<file path="src/logic/wdcfg_pkg.sv">
/*
  Constants and types for the watchdog with write-once option latches.
  Assumes a 32-bit APB slave whose register indices map to byte address index*4.
*/
`default_nettype none
package wdcfg_pkg;
  // Register indices as printed; byte address is four times the index.
  localparam logic [15:0] IDX_LATCH_A = 16'h001E;
  localparam logic [15:0] IDX_LATCH_B = 16'h001F;
  localparam logic [15:0] IDX_SERVICE = 16'hFFFF;
  localparam int          ADDR_W      = 18;
  // Field positions in option latch A.
  localparam int A_OSC  = 1;
  localparam int A_BAUD = 0;
  // Field positions in option latch B.
  localparam int B_RATE   = 7;
  localparam int B_LVSTOP = 6;
  localparam int B_LVRSTD = 5;
  localparam int B_LVPWRD = 4;
  localparam int B_LVSEL  = 3;
  localparam int B_SHORT_STOP_RECOVERY  = 2;
  localparam int B_STOPEN = 1;
  localparam int B_WDDIS  = 0;
  // Watchdog chain: 12-bit prescaler under a 6-bit counter.
  localparam int PRE_W   = 12;
  localparam int CNT_W   = 6;
  localparam int CHAIN_W = PRE_W + CNT_W;
  localparam int SHORT_W = 13;
  localparam int SVC_LO  = 4;
  // Crystal cycle counts.
  localparam logic [12:0] WD_RST_TICKS = 13'h0020;
  localparam logic [12:0] REC_SHORT    = 13'h0020;
  localparam logic [12:0] REC_LONG     = 13'h1000;
  localparam logic [12:0] POR_CLR      = 13'h1000;
  // Option bits held by the latches; the low-voltage reset, power and level bits are absent.
  typedef struct packed {
    logic osc_run_in_stop;
    logic serial_baud_clock_select;
    logic watchdog_rate_select;
    logic lowvolt_run_in_stop;
    logic short_stop_recovery;
    logic stop_enable;
    logic watchdog_disable;
  } opt_t;
endpackage
`default_nettype wire

</file>
<file path="src/logic/watchdog_cfg.sv">
/*
  Watchdog timer with write-once option latches, reached over APB.
  Assumes crystal cycles are modelled by an enable pulse divided from pclk, that
  int_rst and stop strobes come from logic on pclk, and that pins are asynchronous.
*/
// Design decision made here: register access over APB.
`timescale 1ns/1ns
`default_nettype none
module watchdog_cfg
  import wdcfg_pkg::*;
#(
  parameter int XTAL_DIV = 32
) (
  // Clock and power-on reset.
  input  wire logic                   pclk,
  input  wire logic                   presetn,
  // APB slave.
  input  wire logic                   psel,
  input  wire logic                   penable,
  input  wire logic                   pwrite,
  input  wire logic [wdcfg_pkg::ADDR_W-1:0] paddr,
  input  wire logic [31:0]            pwdata,
  output logic      [31:0]            prdata,
  output logic                        pready,
  output logic                        pslverr,
  // System side, same clock.
  input  wire logic                   int_rst,
  input  wire logic [7:0]             reset_vector_lo,
  input  wire logic                   stop_exec,
  input  wire logic                   stop_wake,
  input  wire logic                   wake_by_lowvolt,
  // Asynchronous pin levels.
  input  wire logic                   monitor_mode,
  input  wire logic                   break_state,
  input  wire logic                   rst_pin_test_voltage,
  input  wire logic                   irq_pin_test_voltage,
  // Option and control outputs.
  output wdcfg_pkg::opt_t             opts,
  output logic                        osc_enable,
  output logic                        lowvolt_monitor_en,
  output logic                        serial_clk_is_bus,
  output logic                        stop_mode,
  output logic                        illegal_stop_rst,
  // Watchdog reset: open-drain reset pin and cause strobe.
  output logic                        rst_pin_o,
  output logic                        rst_pin_oe,
  output logic                        watchdog_cause_set
);
  import wdcfg_pkg::*;

  // Crystal divider state and tick.
  logic [15:0] div_r, div_nxt;
  logic        xtick;
  // Pin synchronisers.
  logic [3:0]  sync1_r, sync2_r;
  // Option latches and their used flags.
  opt_t        opt_r, opt_nxt;
  logic        used_a_r, used_a_nxt, used_b_r, used_b_nxt;
  logic        lvsel_used_r, lvsel_used_nxt;
  // Watchdog chain, reset pulse counter and power-on counter.
  logic [CHAIN_W-1:0] chain_r, chain_nxt;
  logic [12:0] rpulse_r, rpulse_nxt;
  logic [12:0] por_r, por_nxt;
  logic        cause_r, cause_nxt;
  // Stop mode state and recovery counter.
  logic        stop_r, stop_nxt, ill_r, ill_nxt;
  logic [12:0] rec_r, rec_nxt;
  // Bus decode.
  logic [31:0] prdata_r, prdata_nxt;
  logic        hit_a, hit_b, hit_s, mapped, wr_acc;
  logic        wd_off, wd_tick, timeout;

  // Decodes a byte address into a printed register index match.
  function automatic logic idx_hit(input logic [ADDR_W-1:0] a, input logic [15:0] idx);
    idx_hit = (a == {idx, 2'b00});
  endfunction

  // Address decode; a service access only touches the watchdog, never the latches.
  always_comb begin
    hit_a  = idx_hit(paddr, IDX_LATCH_A);
    hit_b  = idx_hit(paddr, IDX_LATCH_B);
    hit_s  = idx_hit(paddr, IDX_SERVICE);
    mapped = hit_a | hit_b | hit_s;
    wr_acc = psel & penable & pwrite & pready;
  end

  // The slave never waits; unmapped addresses answer with an error.
  assign pready  = 1'b1;
  assign pslverr = psel & penable & ~mapped;
  assign prdata  = prdata_r;

  // Read data is captured in the setup cycle so it comes from a flip-flop.
  always_comb begin
    prdata_nxt = prdata_r;
    if (psel & ~penable & ~pwrite) begin
      prdata_nxt = 32'h0000_0000;
      if (hit_a) begin
        prdata_nxt[A_OSC]  = opt_r.osc_run_in_stop;
        prdata_nxt[A_BAUD] = opt_r.serial_baud_clock_select;
      end
      if (hit_b) begin
        prdata_nxt[B_RATE]   = opt_r.watchdog_rate_select;
        prdata_nxt[B_LVSTOP] = opt_r.lowvolt_run_in_stop;
        prdata_nxt[B_LVRSTD] = 1'b0;
        prdata_nxt[B_LVPWRD] = 1'b0;
        prdata_nxt[B_LVSEL]  = 1'b0;
        prdata_nxt[B_SHORT_STOP_RECOVERY]  = opt_r.short_stop_recovery;
        prdata_nxt[B_STOPEN] = opt_r.stop_enable;
        prdata_nxt[B_WDDIS]  = opt_r.watchdog_disable;
      end
      if (hit_s) begin
        prdata_nxt[7:0] = reset_vector_lo;
      end
    end
  end

  // Divider producing one crystal tick per XTAL_DIV bus clocks.
  always_comb begin
    xtick   = (div_r == 16'(XTAL_DIV - 1));
    div_nxt = xtick ? 16'h0000 : div_r + 16'h0001;
  end

  // Option latches: first write after a reset sticks, later ones are dropped.
  always_comb begin
    opt_nxt        = opt_r;
    used_a_nxt     = used_a_r;
    used_b_nxt     = used_b_r;
    lvsel_used_nxt = lvsel_used_r;
    if (wr_acc & hit_a & ~used_a_r) begin
      opt_nxt.osc_run_in_stop          = pwdata[A_OSC];
      opt_nxt.serial_baud_clock_select = pwdata[A_BAUD];
      used_a_nxt = 1'b1;
    end
    if (wr_acc & hit_b & ~used_b_r) begin
      opt_nxt.watchdog_rate_select = pwdata[B_RATE];
      opt_nxt.lowvolt_run_in_stop  = pwdata[B_LVSTOP];
      opt_nxt.short_stop_recovery  = pwdata[B_SHORT_STOP_RECOVERY];
      opt_nxt.stop_enable          = pwdata[B_STOPEN];
      opt_nxt.watchdog_disable     = pwdata[B_WDDIS];
      used_b_nxt = 1'b1;
    end
    // The level select bit has no storage since it always reads zero, but its
    // write chance is spent once per power-on rather than once per reset.
    if (wr_acc & hit_b) begin
      lvsel_used_nxt = 1'b1;
    end
    // An internal reset clears options and used flags, not the level chance.
    if (int_rst) begin
      opt_nxt    = '0;
      used_a_nxt = 1'b0;
      used_b_nxt = 1'b0;
    end
  end

  // Watchdog disable from the option bit or from test voltage on the pins.
  always_comb begin
    wd_off = opt_r.watchdog_disable
           | (sync2_r[0] & (sync2_r[2] | sync2_r[3]))
           | (sync2_r[1] & sync2_r[2]);
    // The crystal input to the watchdog is gated off in stop mode.
    wd_tick = xtick & ~stop_r;
  end

  // Watchdog chain, timeout detect, reset pin pulse and power-on clear.
  always_comb begin
    chain_nxt  = chain_r;
    rpulse_nxt = rpulse_r;
    por_nxt    = por_r;
    timeout    = 1'b0;
    if (wd_tick) begin
      chain_nxt = chain_r + 18'h00001;
      // Short rate overflows the low 13 chain bits, long the whole chain.
      timeout = ~wd_off & (opt_r.watchdog_rate_select ? (&chain_r[SHORT_W-1:0])
                                                      : (&chain_r));
    end
    if (wr_acc & hit_s) begin
      chain_nxt[CHAIN_W-1:SVC_LO] = '0;
    end
    if (stop_exec & opt_r.stop_enable) begin
      chain_nxt[PRE_W-1:0] = '0;
    end
    if (xtick & (por_r != POR_CLR)) begin
      por_nxt = por_r + 13'h0001;
    end
    if (xtick & (por_r == POR_CLR - 13'h0001)) begin
      chain_nxt[PRE_W-1:0] = '0;
    end
    if (int_rst) begin
      chain_nxt = '0;
    end
    if (timeout) begin
      rpulse_nxt = WD_RST_TICKS;
    end else if (xtick & (rpulse_r != 13'h0000)) begin
      rpulse_nxt = rpulse_r - 13'h0001;
    end
    // The cause strobe is the only notice; no interrupt request exists.
    cause_nxt = timeout;
  end

  // Stop entry, illegal-opcode reset and stop recovery delay.
  always_comb begin
    stop_nxt = stop_r;
    ill_nxt  = 1'b0;
    rec_nxt  = rec_r;
    if (stop_exec & ~stop_r) begin
      if (opt_r.stop_enable) begin
        stop_nxt = 1'b1;
      end else begin
        ill_nxt = 1'b1;
      end
    end
    if (stop_r & stop_wake & (rec_r == 13'h0000)) begin
      rec_nxt = (opt_r.short_stop_recovery & ~wake_by_lowvolt) ? REC_SHORT
                                                               : REC_LONG;
    end else if (xtick & (rec_r != 13'h0000)) begin
      rec_nxt = rec_r - 13'h0001;
      if (rec_r == 13'h0001) begin
        stop_nxt = 1'b0;
      end
    end
    if (int_rst) begin
      stop_nxt = 1'b0;
      rec_nxt  = 13'h0000;
    end
  end

  // All state registers; presetn is the power-on reset.
  always_ff @(posedge pclk or negedge presetn) begin
    if (!presetn) begin
      div_r        <= 16'h0000;
      sync1_r      <= 4'h0;
      sync2_r      <= 4'h0;
      opt_r        <= '0;
      used_a_r     <= 1'b0;
      used_b_r     <= 1'b0;
      lvsel_used_r <= 1'b0;
      chain_r      <= '0;
      rpulse_r     <= 13'h0000;
      por_r        <= 13'h0000;
      cause_r      <= 1'b0;
      stop_r       <= 1'b0;
      ill_r        <= 1'b0;
      rec_r        <= 13'h0000;
      prdata_r     <= 32'h0000_0000;
    end else begin
      div_r        <= div_nxt;
      sync1_r      <= {irq_pin_test_voltage, rst_pin_test_voltage, break_state, monitor_mode};
      sync2_r      <= sync1_r;
      opt_r        <= opt_nxt;
      used_a_r     <= used_a_nxt;
      used_b_r     <= used_b_nxt;
      lvsel_used_r <= lvsel_used_nxt;
      chain_r      <= chain_nxt;
      rpulse_r     <= rpulse_nxt;
      por_r        <= por_nxt;
      cause_r      <= cause_nxt;
      stop_r       <= stop_nxt;
      ill_r        <= ill_nxt;
      rec_r        <= rec_nxt;
      prdata_r     <= prdata_nxt;
    end
  end

  // Derived outputs; the reset pin is open drain and only ever pulled low.
  assign opts               = opt_r;
  assign stop_mode          = stop_r;
  assign osc_enable         = ~stop_r | opt_r.osc_run_in_stop;
  assign lowvolt_monitor_en = ~stop_r | opt_r.lowvolt_run_in_stop;
  assign serial_clk_is_bus  = opt_r.serial_baud_clock_select;
  assign illegal_stop_rst   = ill_r;
  assign rst_pin_o          = 1'b0;
  assign rst_pin_oe         = (rpulse_r != 13'h0000);
  assign watchdog_cause_set = cause_r;

  // A second write to used latch B must not change the options.
  property p_write_once;
    @(posedge pclk) disable iff (!presetn)
    (wr_acc & hit_b & used_b_r & ~int_rst) |=> $stable(opt_r);
  endproperty
  a_write_once: assert property (p_write_once) else $error("latch rewritten");

  property p_int_rst_clears;
    @(posedge pclk) disable iff (!presetn)
    int_rst |=> (opt_r == '0) && (chain_r == '0) && !used_a_r && !used_b_r;
  endproperty
  a_int_rst_clears: assert property (p_int_rst_clears) else $error("reset left state");

  property p_lvsel_por;
    @(posedge pclk) disable iff (!presetn)
    lvsel_used_r |=> lvsel_used_r;
  endproperty
  a_lvsel_por: assert property (p_lvsel_por) else $error("level chance restored");

  property p_svc_clear;
    @(posedge pclk) disable iff (!presetn)
    (wr_acc & hit_s & ~int_rst) |=> (chain_r[CHAIN_W-1:SVC_LO+1] == '0);
  endproperty
  a_svc_clear: assert property (p_svc_clear) else $error("service missed");

  // An accepted stop instruction restarts the prescaler from zero.
  property p_stop_clears;
    @(posedge pclk) disable iff (!presetn)
    (stop_exec & opt_r.stop_enable & ~int_rst) |=> (chain_r[PRE_W-1:0] == '0);
  endproperty
  a_stop_clears: assert property (p_stop_clears) else $error("stop kept prescaler");

  // The power-on counter clears the prescaler once at its final tick.
  property p_por_clear;
    @(posedge pclk) disable iff (!presetn)
    (xtick & (por_r == POR_CLR - 13'h0001)) |=> (chain_r[PRE_W-1:0] == '0);
  endproperty
  a_por_clear: assert property (p_por_clear) else $error("power-on clear missed");

  property p_disabled_quiet;
    @(posedge pclk) disable iff (!presetn)
    opt_r.watchdog_disable |-> !timeout;
  endproperty
  a_disabled_quiet: assert property (p_disabled_quiet) else $error("disabled timeout");

  property p_pulse_len;
    @(posedge pclk) disable iff (!presetn)
    timeout |=> (rpulse_r == 13'h0020) && rst_pin_oe && watchdog_cause_set;
  endproperty
  a_pulse_len: assert property (p_pulse_len) else $error("bad reset pulse");

  property p_illegal_stop;
    @(posedge pclk) disable iff (!presetn)
    (stop_exec & ~stop_r & ~opt_r.stop_enable) |=> illegal_stop_rst && !stop_mode;
  endproperty
  a_illegal_stop: assert property (p_illegal_stop) else $error("stop not refused");

  property p_lowvolt_long;
    @(posedge pclk) disable iff (!presetn)
    (stop_r & stop_wake & wake_by_lowvolt & (rec_r == 13'h0000) & ~int_rst)
      |=> (rec_r == 13'h1000);
  endproperty
  a_lowvolt_long: assert property (p_lowvolt_long) else $error("short lv recovery");

  property p_osc_stop;
    @(posedge pclk) disable iff (!presetn)
    (stop_mode & ~opt_r.osc_run_in_stop) |-> !osc_enable;
  endproperty
  a_osc_stop: assert property (p_osc_stop) else $error("oscillator ran");

  property p_svc_read;
    @(posedge pclk) disable iff (!presetn)
    (psel & ~penable & ~pwrite & hit_s) |=> (prdata[7:0] == $past(reset_vector_lo));
  endproperty
  a_svc_read: assert property (p_svc_read) else $error("service read wrong");

  c_timeout: cover property (@(posedge pclk) disable iff (!presetn) timeout);
  c_rewrite: cover property (@(posedge pclk) disable iff (!presetn) wr_acc & hit_a & used_a_r);
  c_recover: cover property (@(posedge pclk) disable iff (!presetn) $fell(stop_r));
endmodule
`default_nettype wire

</file>
<file path="config.mk">
export PLATFORM = sky130hd
export DESIGN_NAME = watchdog_cfg
export DESIGN_NICKNAME = d
export VERILOG_FILES = /design/src/logic/wdcfg_pkg.sv /design/src/logic/watchdog_cfg.sv
export SDC_FILE = /design/constraint.sdc
export NUM_CORES = 1
export LEC_CHECK = 0
export ABC_AREA = 1
export BUFFER_PORTS_ARGS = -buffer_cell sky130_fd_sc_hd__clkbuf_2
export CAP_MARGIN = 20
export CELL_PAD_IN_SITES_DETAIL_PLACEMENT = 1
export CELL_PAD_IN_SITES_GLOBAL_PLACEMENT = 1
export CORE_MARGIN = 4
export CORE_UTILIZATION = 35
export CTS_BUF_LIST = sky130_fd_sc_hd__clkbuf_16
export CTS_CLUSTER_SIZE = 24
export DETAILED_ROUTE_END_ITERATION = 10
export GPL_ROUTABILITY_DRIVEN = 0
export PLACE_DENSITY = 0.67
export RECOVER_POWER = 50
export REMOVE_ABC_BUFFERS = 1
export SLEW_MARGIN = 20
export SYNTH_ARGS = -nofsm -noshare
export SYNTH_HDL_FRONTEND = slang
export SYNTH_SLANG_ARGS = --single-unit
</file>
<file path="constraint.sdc">
create_clock -name pclk -period 2.4 [get_ports pclk]
set_clock_uncertainty 0.15 [all_clocks]
set_input_delay 0.24 -clock pclk [delete_from_list [all_inputs] [get_ports pclk]]
set_output_delay 0.24 -clock pclk [all_outputs]
set_load 0.01 [all_outputs]
</file>
# Yosys cells after proc, flatten, opt, wreduce, memory -nomap -nowiden
# Cells that the tools add are included.
# classes
n_bitwise	38
mux	32
add_sub_neg	5
eq_ne	7
n_reduce_logical	12
# ops
op	n
$mux W13	6
$eq A18 B7 Y1 const B	2
$mux W18	2
$reduce_bool A13 Y1	2
$sub A13 B1 Y13 const B	2
$mux W12	2
$and A1 B1 Y1	23
$add A18 B1 Y18 const B	1
$eq A18 B18 Y1 const B	1
$reduce_and A18 Y1	1
$add A16 B1 Y16 const B	1
$eq A16 B5 Y1 const B	1
$mux W16	1
$mux W8	2
$mux W1	14
$mux W14	1
$add A13 B1 Y13 const B	1
$eq A13 B1 Y1 const B	1
$eq A13 B12 Y1 const B	1
$logic_not A13 Y1	1
$ne A13 B13 Y1 const B	1
$reduce_and A13 Y1	1
$not A1 Y1	8
$mux W7	1
other kinds (7)	17
# totals
output_inout_bits	49
ff_bits	101
wordCells	116
inputBits	71

# Depth between registers and ports, before layout
# Gate-level depths: netlist of the first run.
# depth
depth_word	8
ltp_mapped	12
ltp_nobuf	12

# Worst setup path after synthesis of the first run
# OpenSTA, ideal clock, no wires.
# synth_timing
path_kind	register to register
startpoint	register chain_r[0]
endpoint	register rpulse_r[4]
period_less_slack_ns	1.711
required_time_ns	2.132
t_arrival_ns	1.442
setup_time_ns	0.118
path_buffers	0
path_slack_ns	0.689
path_stages_with_launch	11
cell_sequence	dfrtp_1 -> ha_1 -> inv_1 -> nor2_2 -> nand2_2 -> nor2_1 -> nand3_1 -> nand2_1 -> nand3_2 -> clkinv_2 -> nor2_1
# synth_between
elab_chain_cells	5
word_cells_on_any_way	7
classes_between	mux (3); bitwise (1); reduce/logical (3)
# synth_rtl
item	line	source
start, declared	watchdog_cfg.sv:61	logic [CHAIN_W-1:0] chain_r, chain_nxt;
start signal, assigned	watchdog_cfg.sv:253	chain_r <= chain_nxt;
$reduce_and A18 Y1 / $reduce_and A13 Y1 (equally long branches)	watchdog_cfg.sv:174, watchdog_cfg.sv:173	
$mux W1 *	watchdog_cfg.sv:173	timeout = ~wd_off & (opt_r.watchdog_rate_select ? (&chain_r[SHORT_W-1:0])
$and A1 B1 Y1 *	watchdog_cfg.sv:173	
$mux W1 *	watchdog_cfg.sv:170	if (wd_tick) begin
$mux W13 / $reduce_bool A2 Y1 (equally long branches)	n/a	
end signal, assigned	watchdog_cfg.sv:254	rpulse_r <= rpulse_nxt;
end, declared	watchdog_cfg.sv:62	logic [12:0] rpulse_r, rpulse_nxt;
# Mark *: on every way between the ends. The rest lies on a longest branch, timed or not.
# A chain may end at the register's enable or synchronous reset.

# Worst setup path after layout of the first run
# layout_timing
startpoint	register div_r[0]
endpoint	register cause_r (netlist: watchdog_cause_set)
# layout_between
elab_chain_cells	3
# layout_rtl
item	line	source
start, declared	watchdog_cfg.sv:52	logic [15:0] div_r, div_nxt;
start signal, assigned	watchdog_cfg.sv:246	div_r <= div_nxt;
$eq A16 B5 Y1	watchdog_cfg.sv:119	xtick = (div_r == 16'(XTAL_DIV - 1));
$and A1 B1 Y1	watchdog_cfg.sv:161	wd_tick = xtick & ~stop_r;
$mux W1	watchdog_cfg.sv:170	
net cause_nxt	watchdog_cfg.sv:64	logic cause_r, cause_nxt;
end signal, assigned	watchdog_cfg.sv:256	cause_r <= cause_nxt;
end, declared	watchdog_cfg.sv:64	
# The timed path passes the listed nets, and every way through them passes these cells.

==> results of run 1 <==
==> power by group <==
part / switching [mW] / leakage, nW / internal, mW
Combinational: 0.366 / 2.13 / 0.210
Clock: 0.699 / 0.138 / 0.719
Sequential: 0.0563 / 1.37 / 1.76
==> sequential cells by signal, indices dropped and copies added, names as in the netlist <==
| signal | flops |
|---|---|
| chain_r | 18 |
| div_r | 16 |
| por_r | 13 |
| rec_r | 13 |
| rpulse_r | 13 |
| prdata | 8 |
| opts | 6 |
| sync1_r | 4 |
| sync2_r | 4 |
| illegal_stop_rst | 1 |
| serial_clk_is_bus | 1 |
| stop_mode | 1 |
| used_a_r | 1 |
| used_b_r | 1 |
| watchdog_cause_set | 1 |
==> worst reg2reg max path: stages (launching register included) <==
cell	delay [ns]
sky130_fd_sc_hd__dfrtp_1	0.38
sky130_fd_sc_hd__ha_1	0.22
sky130_fd_sc_hd__nand2_1	0.13
sky130_fd_sc_hd__nor2_4	0.20
sky130_fd_sc_hd__nand4_4	0.16
sky130_fd_sc_hd__nor2_2	0.19
sky130_fd_sc_hd__nand3_1	0.14
sky130_fd_sc_hd__nor3_1	0.41
==> final timing paths <==
kind	endpoint	slack (ns)	from
setup / recovery	watchdog_cause_set$_DFF_PN0_	0.25	div_r[0]$_DFF_PN0_
hold / removal	prdata[5]$_DFFE_PN0P_	0.02	reset_vector_lo[5]
setup reg to reg	watchdog_cause_set$_DFF_PN0_	0.25	div_r[0]$_DFF_PN0_
hold reg to reg	sync2_r[2]$_DFF_PN0_	0.20	sync1_r[2]$_DFF_PN0_
max in group asynchronous	div_r[10]$_DFF_PN0_	0.44	presetn
min in group asynchronous	prdata[4]$_DFFE_PN0P_	0.20	presetn
==> cell usage in the layout, fill, tap and decap left out, drive strengths merged, types with 14 or more instances in the layout <==
| cell | n |
|---|---|
| a21oi | 17 |
| nor2 | 130 |
| nand2 | 211 |
| nor3 | 18 |
| inv | 102 |
| conb | 26 |
| o21ai | 34 |
| nand4 | 26 |
| nand3 | 72 |
| dlygate4sd3 | 14 |
| xor2 | 34 |
| dfrtp | 101 |
| clkbuf | 76 |
==> per-stage QoR <==
stage / utilization / setup WS [ns] / total power [mW]
3_5_place_dp: 0.387 / 0.332 / 2.42
3_3_place_gp: 0.387 / 0.375 / 2.42
6_report: 0.409 / 0.253 / 3.81
2_1_floorplan: - / 0.680 / 2.22
5_1_grt: 0.409 / 0.0890 / 4.05
4_1_cts: 0.411 / 0.320 / 3.89
==> kinds of logic after synthesis <==
logic type / synth area share
and+or+nand+nor: 0.364
xor gates and xnor gates: 0.0554
buffers and inverters: 0.103
other: 0.00122
adders and majority gates: 0.0162
AOI/OAI and AO/OA: 0.0503
DFF: 0.410
==> layout make-up <==
| cell class | instances | area share |
|---|---|---|
| Clock buffer | 9 | 0.0319 |
| Clock inverter | 7 | 0.00832 |
| Inverter | 103 | 0.0559 |
| Multi-Input combinational cell | 603 | 0.437 |
| Sequential cell | 101 | 0.358 |
| Tap cell | 225 | 0.0398 |
| Timing Repair Buffer | 86 | 0.0692 |
==> per-layer routing <==
layer | wire length, µm | vias to the layer above | global-route usage
met5 | 0 | - | 0
met4 | 158 | 0 | 0.0382
met3 | 455 | 9 | 0.0268
met2 | 7700 | 65 | 0.289
met1 | 7350 | 2552 | 0.219
li1 | - | 2714 | -
==> what timing repair did <==
action / CTS / global route
endpoints found under the hold margin: 39 / 0
gates resized for setup: 0 / 0
hold buffers: 14 / 0
==> reports/qor.log, run 1 <==
qor: yosys.yosysWarningCount 0
qor: final_layout.layoutNonFillerInstCount 1134
qor: job.drv.max_cap_violation_count 0
qor: yosys.most_area_hungry_cell_type_in_the_yosys_netlist sky130_fd_sc_hd__dfrtp_1
qor: floorplan.fp.dieH 141 µm
qor: grt.grt_max_degree 46
qor: sta.final.setup.tns 0 ns
qor: yosys.synth.yosys.seq_area_share 0.410
qor: final_layout.seq_area 0.00253 mm²
qor: clock_tree.clock-root-buffer sky130_fd_sc_hd__clkbuf_16
qor: detailed_routing.first_iter_violations 160
qor: yosys.postSynth.topFlopCell sky130_fd_sc_hd__dfrtp_1
qor: final_layout.multi_input_combinational_cell_area 0.00309 mm²
qor: worst_setup_path.cpMaxStageDelayCell sky130_fd_sc_hd__nor3_1
qor: floorplan.placement_rows 48
qor: power_and_ir_drop.cellPowerDensity 539 mW/mm²
qor: worst_setup_path.critical_path_required 2.44 ns
qor: clock_tree.clk_path_buf_depth 2
qor: yosys.synth.avg_cell_area 7.57 µm²
qor: yosys.synth.top_cells.by_count 198 x sky130_fd_sc_hd__nand2_1, 105 x sky130_fd_sc_hd__nor2_1, 101 x sky130_fd_sc_hd__dfrtp_1
qor: yosys.synth.most_common_cell sky130_fd_sc_hd__nand2_1
qor: worst_setup_path.critical_path_peak_fanout 6
qor: detailed_routing.first_pass_iters 4
qor: worst_setup_path.timing.critical_path.slowest_cell_delay 0.41 ns
qor: min_path.min_path_cells 3
qor: grt.wire_length_of_the_first_global_routing_pass 27200 µm
qor: final_layout.final_net_count 983
qor: yosys.asyncSetResetFlopFracSynth 1.00
qor: placement.detailed_place.area 0.00669 mm²
qor: grt.grt.total_usage 0.167
qor: final_layout.layout-drive-gt1-share 0.134
qor: clock_tree.post-cts-setup-buffers 0
qor: grt.grt_overflow 0
qor: yosys.netlist_instances 815
qor: clock_tree.cts_sinks 101
qor: sta.final-hold-violation-count 0
qor: worst_setup_path.critical_path_depth 7
qor: placement.place.port_buffers 66
qor: worst_setup_path.end_kind flip-flop
qor: sta.maxSlewHeadroom 0.219
qor: sta.finalSetupViolations 0
qor: final_layout.area_growth 14.6%
qor: placement.post_place_cells 1104
qor: worst_setup_path.worst_setup_start_kind flip-flop
qor: floorplan.start_util 0.357
qor: sta.max_freq 466 MHz
qor: yosys.synthesis.area 0.00617 mm²
qor: worst_setup_path.critical_path.n_buffers_inverters 0
qor: clock_tree.cts_tree done
qor: worst_setup_path.critPathKind reg -> reg
qor: grt.grt_pass1_vias 5533
qor: detailed_routing.post-route-drc-count 0
qor: detailed_routing.routed_via_density 4.71
qor: worst_setup_path.critPathTopFamily simple AND/OR/NAND/NOR gates
qor: clock_tree.worst_setup_hold_path_clk_slew 0.07 ns
qor: sta.worst_slew_pin_slew 1.17 ns
qor: yosys.synth_edf_count 0
qor: clock_tree.cts_buffers 9
qor: clock_tree.insertion_delay_of_the_later_clocked_pin_in_the_worst_skew_pair 0.35 ns
qor: sta.period_minus_slack 2.15 ns
qor: yosys.post-synth-top-area-fraction 0.410
qor: sta.layout_worst_path_cycle_share 0.895
qor: floorplan.pin_count 120
qor: worst_setup_path.worstPathCellList ha_1, nand2_1, nor2_4, nand4_4, nor2_2, nand3_1, nor3_1
qor: detailed_routing.wl_per_cell 13.8 µm
qor: placement.detailed_place_hpwl 12100 µm
qor: clock_tree.ctsHtreeMaxLevel 3
qor: detailed_routing.routed_via_count 5340
qor: yosys.synthDistinctLibCells 41
qor: final_layout.n_fill_cell 2200
qor: power_and_ir_drop.power.leakage 3.63 nW
qor: final_layout.stdcell_area 0.00707 mm²
qor: min_path.hold_class in -> reg
qor: floorplan.floorplan.core_area 0.0173 mm²
qor: floorplan.die_area 0.0198 mm²
qor: status.run_status completed
qor: final_layout.num_antenna_cells 0
qor: detailed_routing.antenna_left 0
qor: worst_setup_path.r2r.worst_path.cells 7
qor: worst_setup_path.worst_ep_arrival_time 2.18 ns
qor: yosys.synth_area_leaders sky130_fd_sc_hd__dfrtp_1 41%, sky130_fd_sc_hd__nand2_1 12%, sky130_fd_sc_hd__nor2_1 6.4%
qor: sta.holdWs 0.0234 ns
qor: detailed_routing.totalWireLength 15700 µm
qor: yosys.yosys_register_bits 101
qor: power_and_ir_drop.vdd.ir_drop.worst 0.000329 V
qor: sta.maxSlewViolCount 0
qor: floorplan.die_x 141 µm
qor: grt.grt_antenna_before_repair 0
qor: sta.setup_repair_after_global_routing_missed_its_margin no
Note: power is estimated with default switching activity, not from simulation.
==> run 2, diff against run 1 <==
--- a/config.mk
+++ b/config.mk
@@ -10,13 +10,15 @@
 export CAP_MARGIN = 20
 export CELL_PAD_IN_SITES_DETAIL_PLACEMENT = 1
 export CELL_PAD_IN_SITES_GLOBAL_PLACEMENT = 1
+export CORE_ASPECT_RATIO = 1.75
 export CORE_MARGIN = 4
 export CORE_UTILIZATION = 35
 export CTS_BUF_LIST = sky130_fd_sc_hd__clkbuf_16
 export CTS_CLUSTER_SIZE = 24
 export DETAILED_ROUTE_END_ITERATION = 10
 export GPL_ROUTABILITY_DRIVEN = 0
-export PLACE_DENSITY = 0.67
+export HOLD_SLACK_MARGIN = 0.06
+export PLACE_DENSITY_LB_ADDON = 0.2
 export RECOVER_POWER = 50
 export REMOVE_ABC_BUFFERS = 1
 export SLEW_MARGIN = 20
==> run 2 against run 1 <==
Wire length rose by 0.93%. Combinational power rose by 1%. Worst setup slack improved by 0.083 ns. Die area rose by 0.43%. Critical path depth rose by 3. Sequential cell count did not move. Sequential power barely moved. Maximum frequency rose by 4.0%. Largest cell class unchanged. Cell count rose by 0.35%.
==> reports/qor.log, run 2 (same netlist as run 1, synthesis figures left out) <==
qor: status.run_status completed
qor: worst_setup_path.critical_path_peak_fanout 8 [+2]
qor: grt.wire_length_of_the_first_global_routing_pass 26700 µm [-1.9%]
qor: worst_setup_path.worstPathCellList ha_1, inv_1, nor2_2, nand2_2, nor2_1, nand3_1, nand2_1, nand3_2, clkinv_2, nor2_1
qor: detailed_routing.routed_via_count 5309 [-0.58%]
qor: sta.final-hold-violation-count 0 [unchanged]
qor: clock_tree.ctsResizeCount 0 [unchanged]
qor: placement.detailed_place.area 0.00668 mm² [-0.11%]
qor: worst_setup_path.worst_setup_start_kind flip-flop
qor: worst_setup_path.regToRegStartpoint chain_r[0]$_DFFE_PN0P_
qor: final_layout.area_growth 15.1%
qor: floorplan.floorplan.core_area 0.0174 mm² [+0.46%]
qor: detailed_routing.post-route-drc-count 0 [unchanged]
qor: power_and_ir_drop.internal_power 2.76 mW [+2.8%]
qor: sta.layout_worst_path_cycle_share 0.860 [-0.0347]
qor: power_and_ir_drop.power.switching 1.07 mW [-4.5%]
qor: power_and_ir_drop.fin_total_pwr 3.83 mW [+0.69%]
qor: detailed_routing.totalWireLength 15800 µm [+0.93%]
qor: grt.grt.total_usage 0.168 [+0.00193]
qor: clock_tree.worst_setup_hold_path_clk_slew 0.07 ns [about the same]
qor: final_layout.final_net_count 982 [-0.10%]
qor: sta.period_minus_slack 2.06 ns [-0.0833 ns]
qor: worst_setup_path.critical_path.n_buffers_inverters 2 [+2]
qor: worst_setup_path.timing.critical_path.slowest_cell_delay 0.39 ns [-0.02 ns]
qor: placement.place.port_buffers 66 [unchanged]
qor: job.drv.max_cap_violation_count 0 [unchanged]
qor: power_and_ir_drop.comb_power_share 0.152 [about the same]
qor: clock_tree.ctsHtreeMaxLevel 3 [unchanged]
qor: final_layout.stdcell_area 0.00710 mm² [+0.44%]
qor: min_path.worst_hold_startpoint reset_vector_lo[7]
qor: sta.finalSetupViolations 0 [unchanged]
qor: worst_setup_path.r2r-end rpulse_r[2]$_DFFE_PN0P_
qor: power_and_ir_drop.vdd.ir_drop.worst 0.000326 V [-0.89%]
qor: power_and_ir_drop.sequential_share_of_power 0.474 [-0.003]
qor: clock_tree.insertion_delay_of_the_later_clocked_pin_in_the_worst_skew_pair 0.35 ns [about the same]
qor: floorplan.pin_count 120 [unchanged]
qor: clock_tree.cts_sinks 101 [unchanged]
qor: detailed_routing.wl_per_cell 13.9 µm [+0.57%]
qor: worst_setup_path.cpMaxStageDelayCell sky130_fd_sc_hd__dfrtp_1
qor: min_path.worstHoldEndpoint prdata[7]$_DFFE_PN0P_
qor: detailed_routing.first_pass_iters 4 [unchanged]
qor: min_path.hold_class in -> reg
qor: worst_setup_path.critPathTopFamily simple AND/OR/NAND/NOR gates
qor: final_layout.layout-drive-gt1-share 0.151 [+0.0168]
qor: worst_setup_path.worst_ep_arrival_time 2.15 ns [-0.03 ns]
qor: worst_setup_path.critPathKind reg -> reg
qor: worst_setup_path.critical_path_required 2.49 ns [+0.05 ns]
qor: sta.maxSlewViolCount 0 [unchanged]
qor: final_layout.largest_register_ffs 18 [unchanged]
qor: clock_tree.clock-root-buffer sky130_fd_sc_hd__clkbuf_16
qor: detailed_routing.routed_via_density 4.67 [-0.93%]
qor: placement.detailed_place_hpwl 12300 µm [+0.97%]
qor: grt.grt_max_degree 102 [+120%]
qor: sta.worst_slew_pin_slew 1.45 ns [+0.279 ns]
qor: clock_tree.clk_path_buf_depth 2 [unchanged]
qor: sta.setup_repair_after_global_routing_missed_its_margin no
qor: sta.final.setup.tns 0 ns [unchanged]
qor: floorplan.start_util 0.355 [-0.00164]
qor: min_path.min_path_cells 5 [+2]
qor: worst_setup_path.r2r.worst_path.cells 10 [+3]
qor: worst_setup_path.end_kind flip-flop
qor: detailed_routing.antenna_left 0 [unchanged]
qor: sta.max_freq 484 MHz [+4.0%]
qor: sta.maxSlewHeadroom 0.0329 [-0.186]
qor: final_layout.mostFrequentLayoutCell sky130_fd_sc_hd__nand2_1
qor: power_and_ir_drop.clkPwrFrac 0.374 [+0.002]
qor: floorplan.placement_rows 64 [+33%]
qor: clock_tree.cts_tree done
qor: final_layout.commonest_non_fill_non_tap_cells_in_the_layout 199 x sky130_fd_sc_hd__nand2_1, 105 x sky130_fd_sc_hd__nor2_1, 101 x sky130_fd_sc_hd__dfrtp_1
qor: power_and_ir_drop.cellPowerDensity 540 mW/mm² [+0.24%]
qor: floorplan.fp.dieH 184 µm [+30%]
qor: floorplan.die_x 108 µm [-23%]
qor: clock_tree.post_cts_hold_buffer_count 15 [+1]
qor: final_layout.post-route-util 0.408 [about the same]
qor: worst_setup_path.critPathMostFrequentCell sky130_fd_sc_hd__nor2_1
qor: power_and_ir_drop.power.leakage 3.69 nW [+1.5%]
qor: clock_tree.cts_buffers 9 [unchanged]
qor: grt.grt_overflow 0 [unchanged]
qor: floorplan.die_area 0.0199 mm² [+0.43%]
qor: clock_tree.post-cts-setup-buffers 0 [unchanged]
qor: final_layout.largest_registers chain_r (18), div_r (16)
qor: final_layout.num_antenna_cells 0 [unchanged]
qor: worst_setup_path.rrSetupSlack 0.34 ns [+0.08 ns]
qor: power_and_ir_drop.swShare 0.279 [-0.0151]
qor: grt.grt_antenna_before_repair 0 [unchanged]
qor: final_layout.largest_register chain_r
qor: grt.grt_pass1_vias 5640 [+1.9%]
qor: detailed_routing.first_iter_violations 159 [-0.63%]
[run 2: cell types whose count changed in the layout (fill, tap and decap cells not counted), moves of 2 or more]
cell | previous run | this run
sky130_fd_sc_hd__clkinv_4 | 4 | 1
sky130_fd_sc_hd__clkbuf_4 | 0 | 2
sky130_fd_sc_hd__clkbuf_1 | 19 | 1
sky130_fd_sc_hd__clkinv_1 | 1 | 3
sky130_fd_sc_hd__clkbuf_2 | 48 | 64
sky130_fd_sc_hd__buf_4 | 5 | 3
[run 2: metrics by stage]
step / instances / hold slack [ns] / setup slack [ns]
6_report: 1138 / 0.0906 / 0.336
5_1_grt: 1138 / 0.110 / 0.127
4_1_cts: 1138 / 0.0772 / 0.278
3_5_place_dp: 1108 / 0.186 / 0.284
3_3_place_gp: 1108 / 0.182 / 0.325
2_1_floorplan: 807 / -0.206 / 0.680
[run 2: worst max path at each step]
stage / start / to / slack (ns) / depth (start not counted)
3_5_place_dp: chain_r[0]$_DFFE_PN0P_ / rpulse_r[10]$_DFFE_PN0P_ / 0.28 / 10
2_1_floorplan: div_r[0]$_DFF_PN0_ / chain_r[0]$_DFFE_PN0P_ / 0.68 / 12
4_1_cts: chain_r[0]$_DFFE_PN0P_ / rpulse_r[2]$_DFFE_PN0P_ / 0.28 / 10
6_report: chain_r[0]$_DFFE_PN0P_ / rpulse_r[2]$_DFFE_PN0P_ / 0.34 / 10
3_3_place_gp: chain_r[0]$_DFFE_PN0P_ / rpulse_r[0]$_DFFE_PN0P_ / 0.32 / 10
5_1_grt: presetn / sync1_r[0]$_DFF_PN0_ / 0.13 / 3
[run 2: power by group through the flow]
stage	Clock, mW	Sequential (mW)	Combinational (mW)
floorplan	0	1.84	0.386
global placement	0	1.85	0.567
detailed placement	0	1.85	0.577
CTS	1.50	1.82	0.601
global route	1.56	1.83	0.673
finish	1.43	1.82	0.583
[run 2: final cells by class]
class / instances / area, µm²
flip-flops and latches: 101 / 2530
multi-input cells: 603 / 3090
repair buffers: 85 / 512
clock inverters: 6 / 55.1
well taps: 231 / 289
clock buffers: 9 / 225
inverters: 103 / 395
fillers: 2224 / 10300
[run 2: worst reg2reg max path: stages (launching register included)]
cell and delay (ns):
sky130_fd_sc_hd__dfrtp_1 0.39, sky130_fd_sc_hd__ha_1 0.19, sky130_fd_sc_hd__inv_1 0.07, sky130_fd_sc_hd__nor2_2 0.21, sky130_fd_sc_hd__nand2_2 0.13, sky130_fd_sc_hd__nor2_1 0.20
sky130_fd_sc_hd__nand3_1 0.09, sky130_fd_sc_hd__nand2_1 0.08, sky130_fd_sc_hd__nand3_2 0.19, sky130_fd_sc_hd__clkinv_2 0.18, sky130_fd_sc_hd__nor2_1 0.07
[run 2: routing by layer]
metal,routed length [µm],part of all wire,track usage,up-vias
met1,6090,0.38,0.177,2534
met5,0,0,0,-
li1,-,-,-,2705
met4,229,0.014,0.0551,0
met2,9110,0.58,0.334,57
met3,386,0.024,0.0225,13
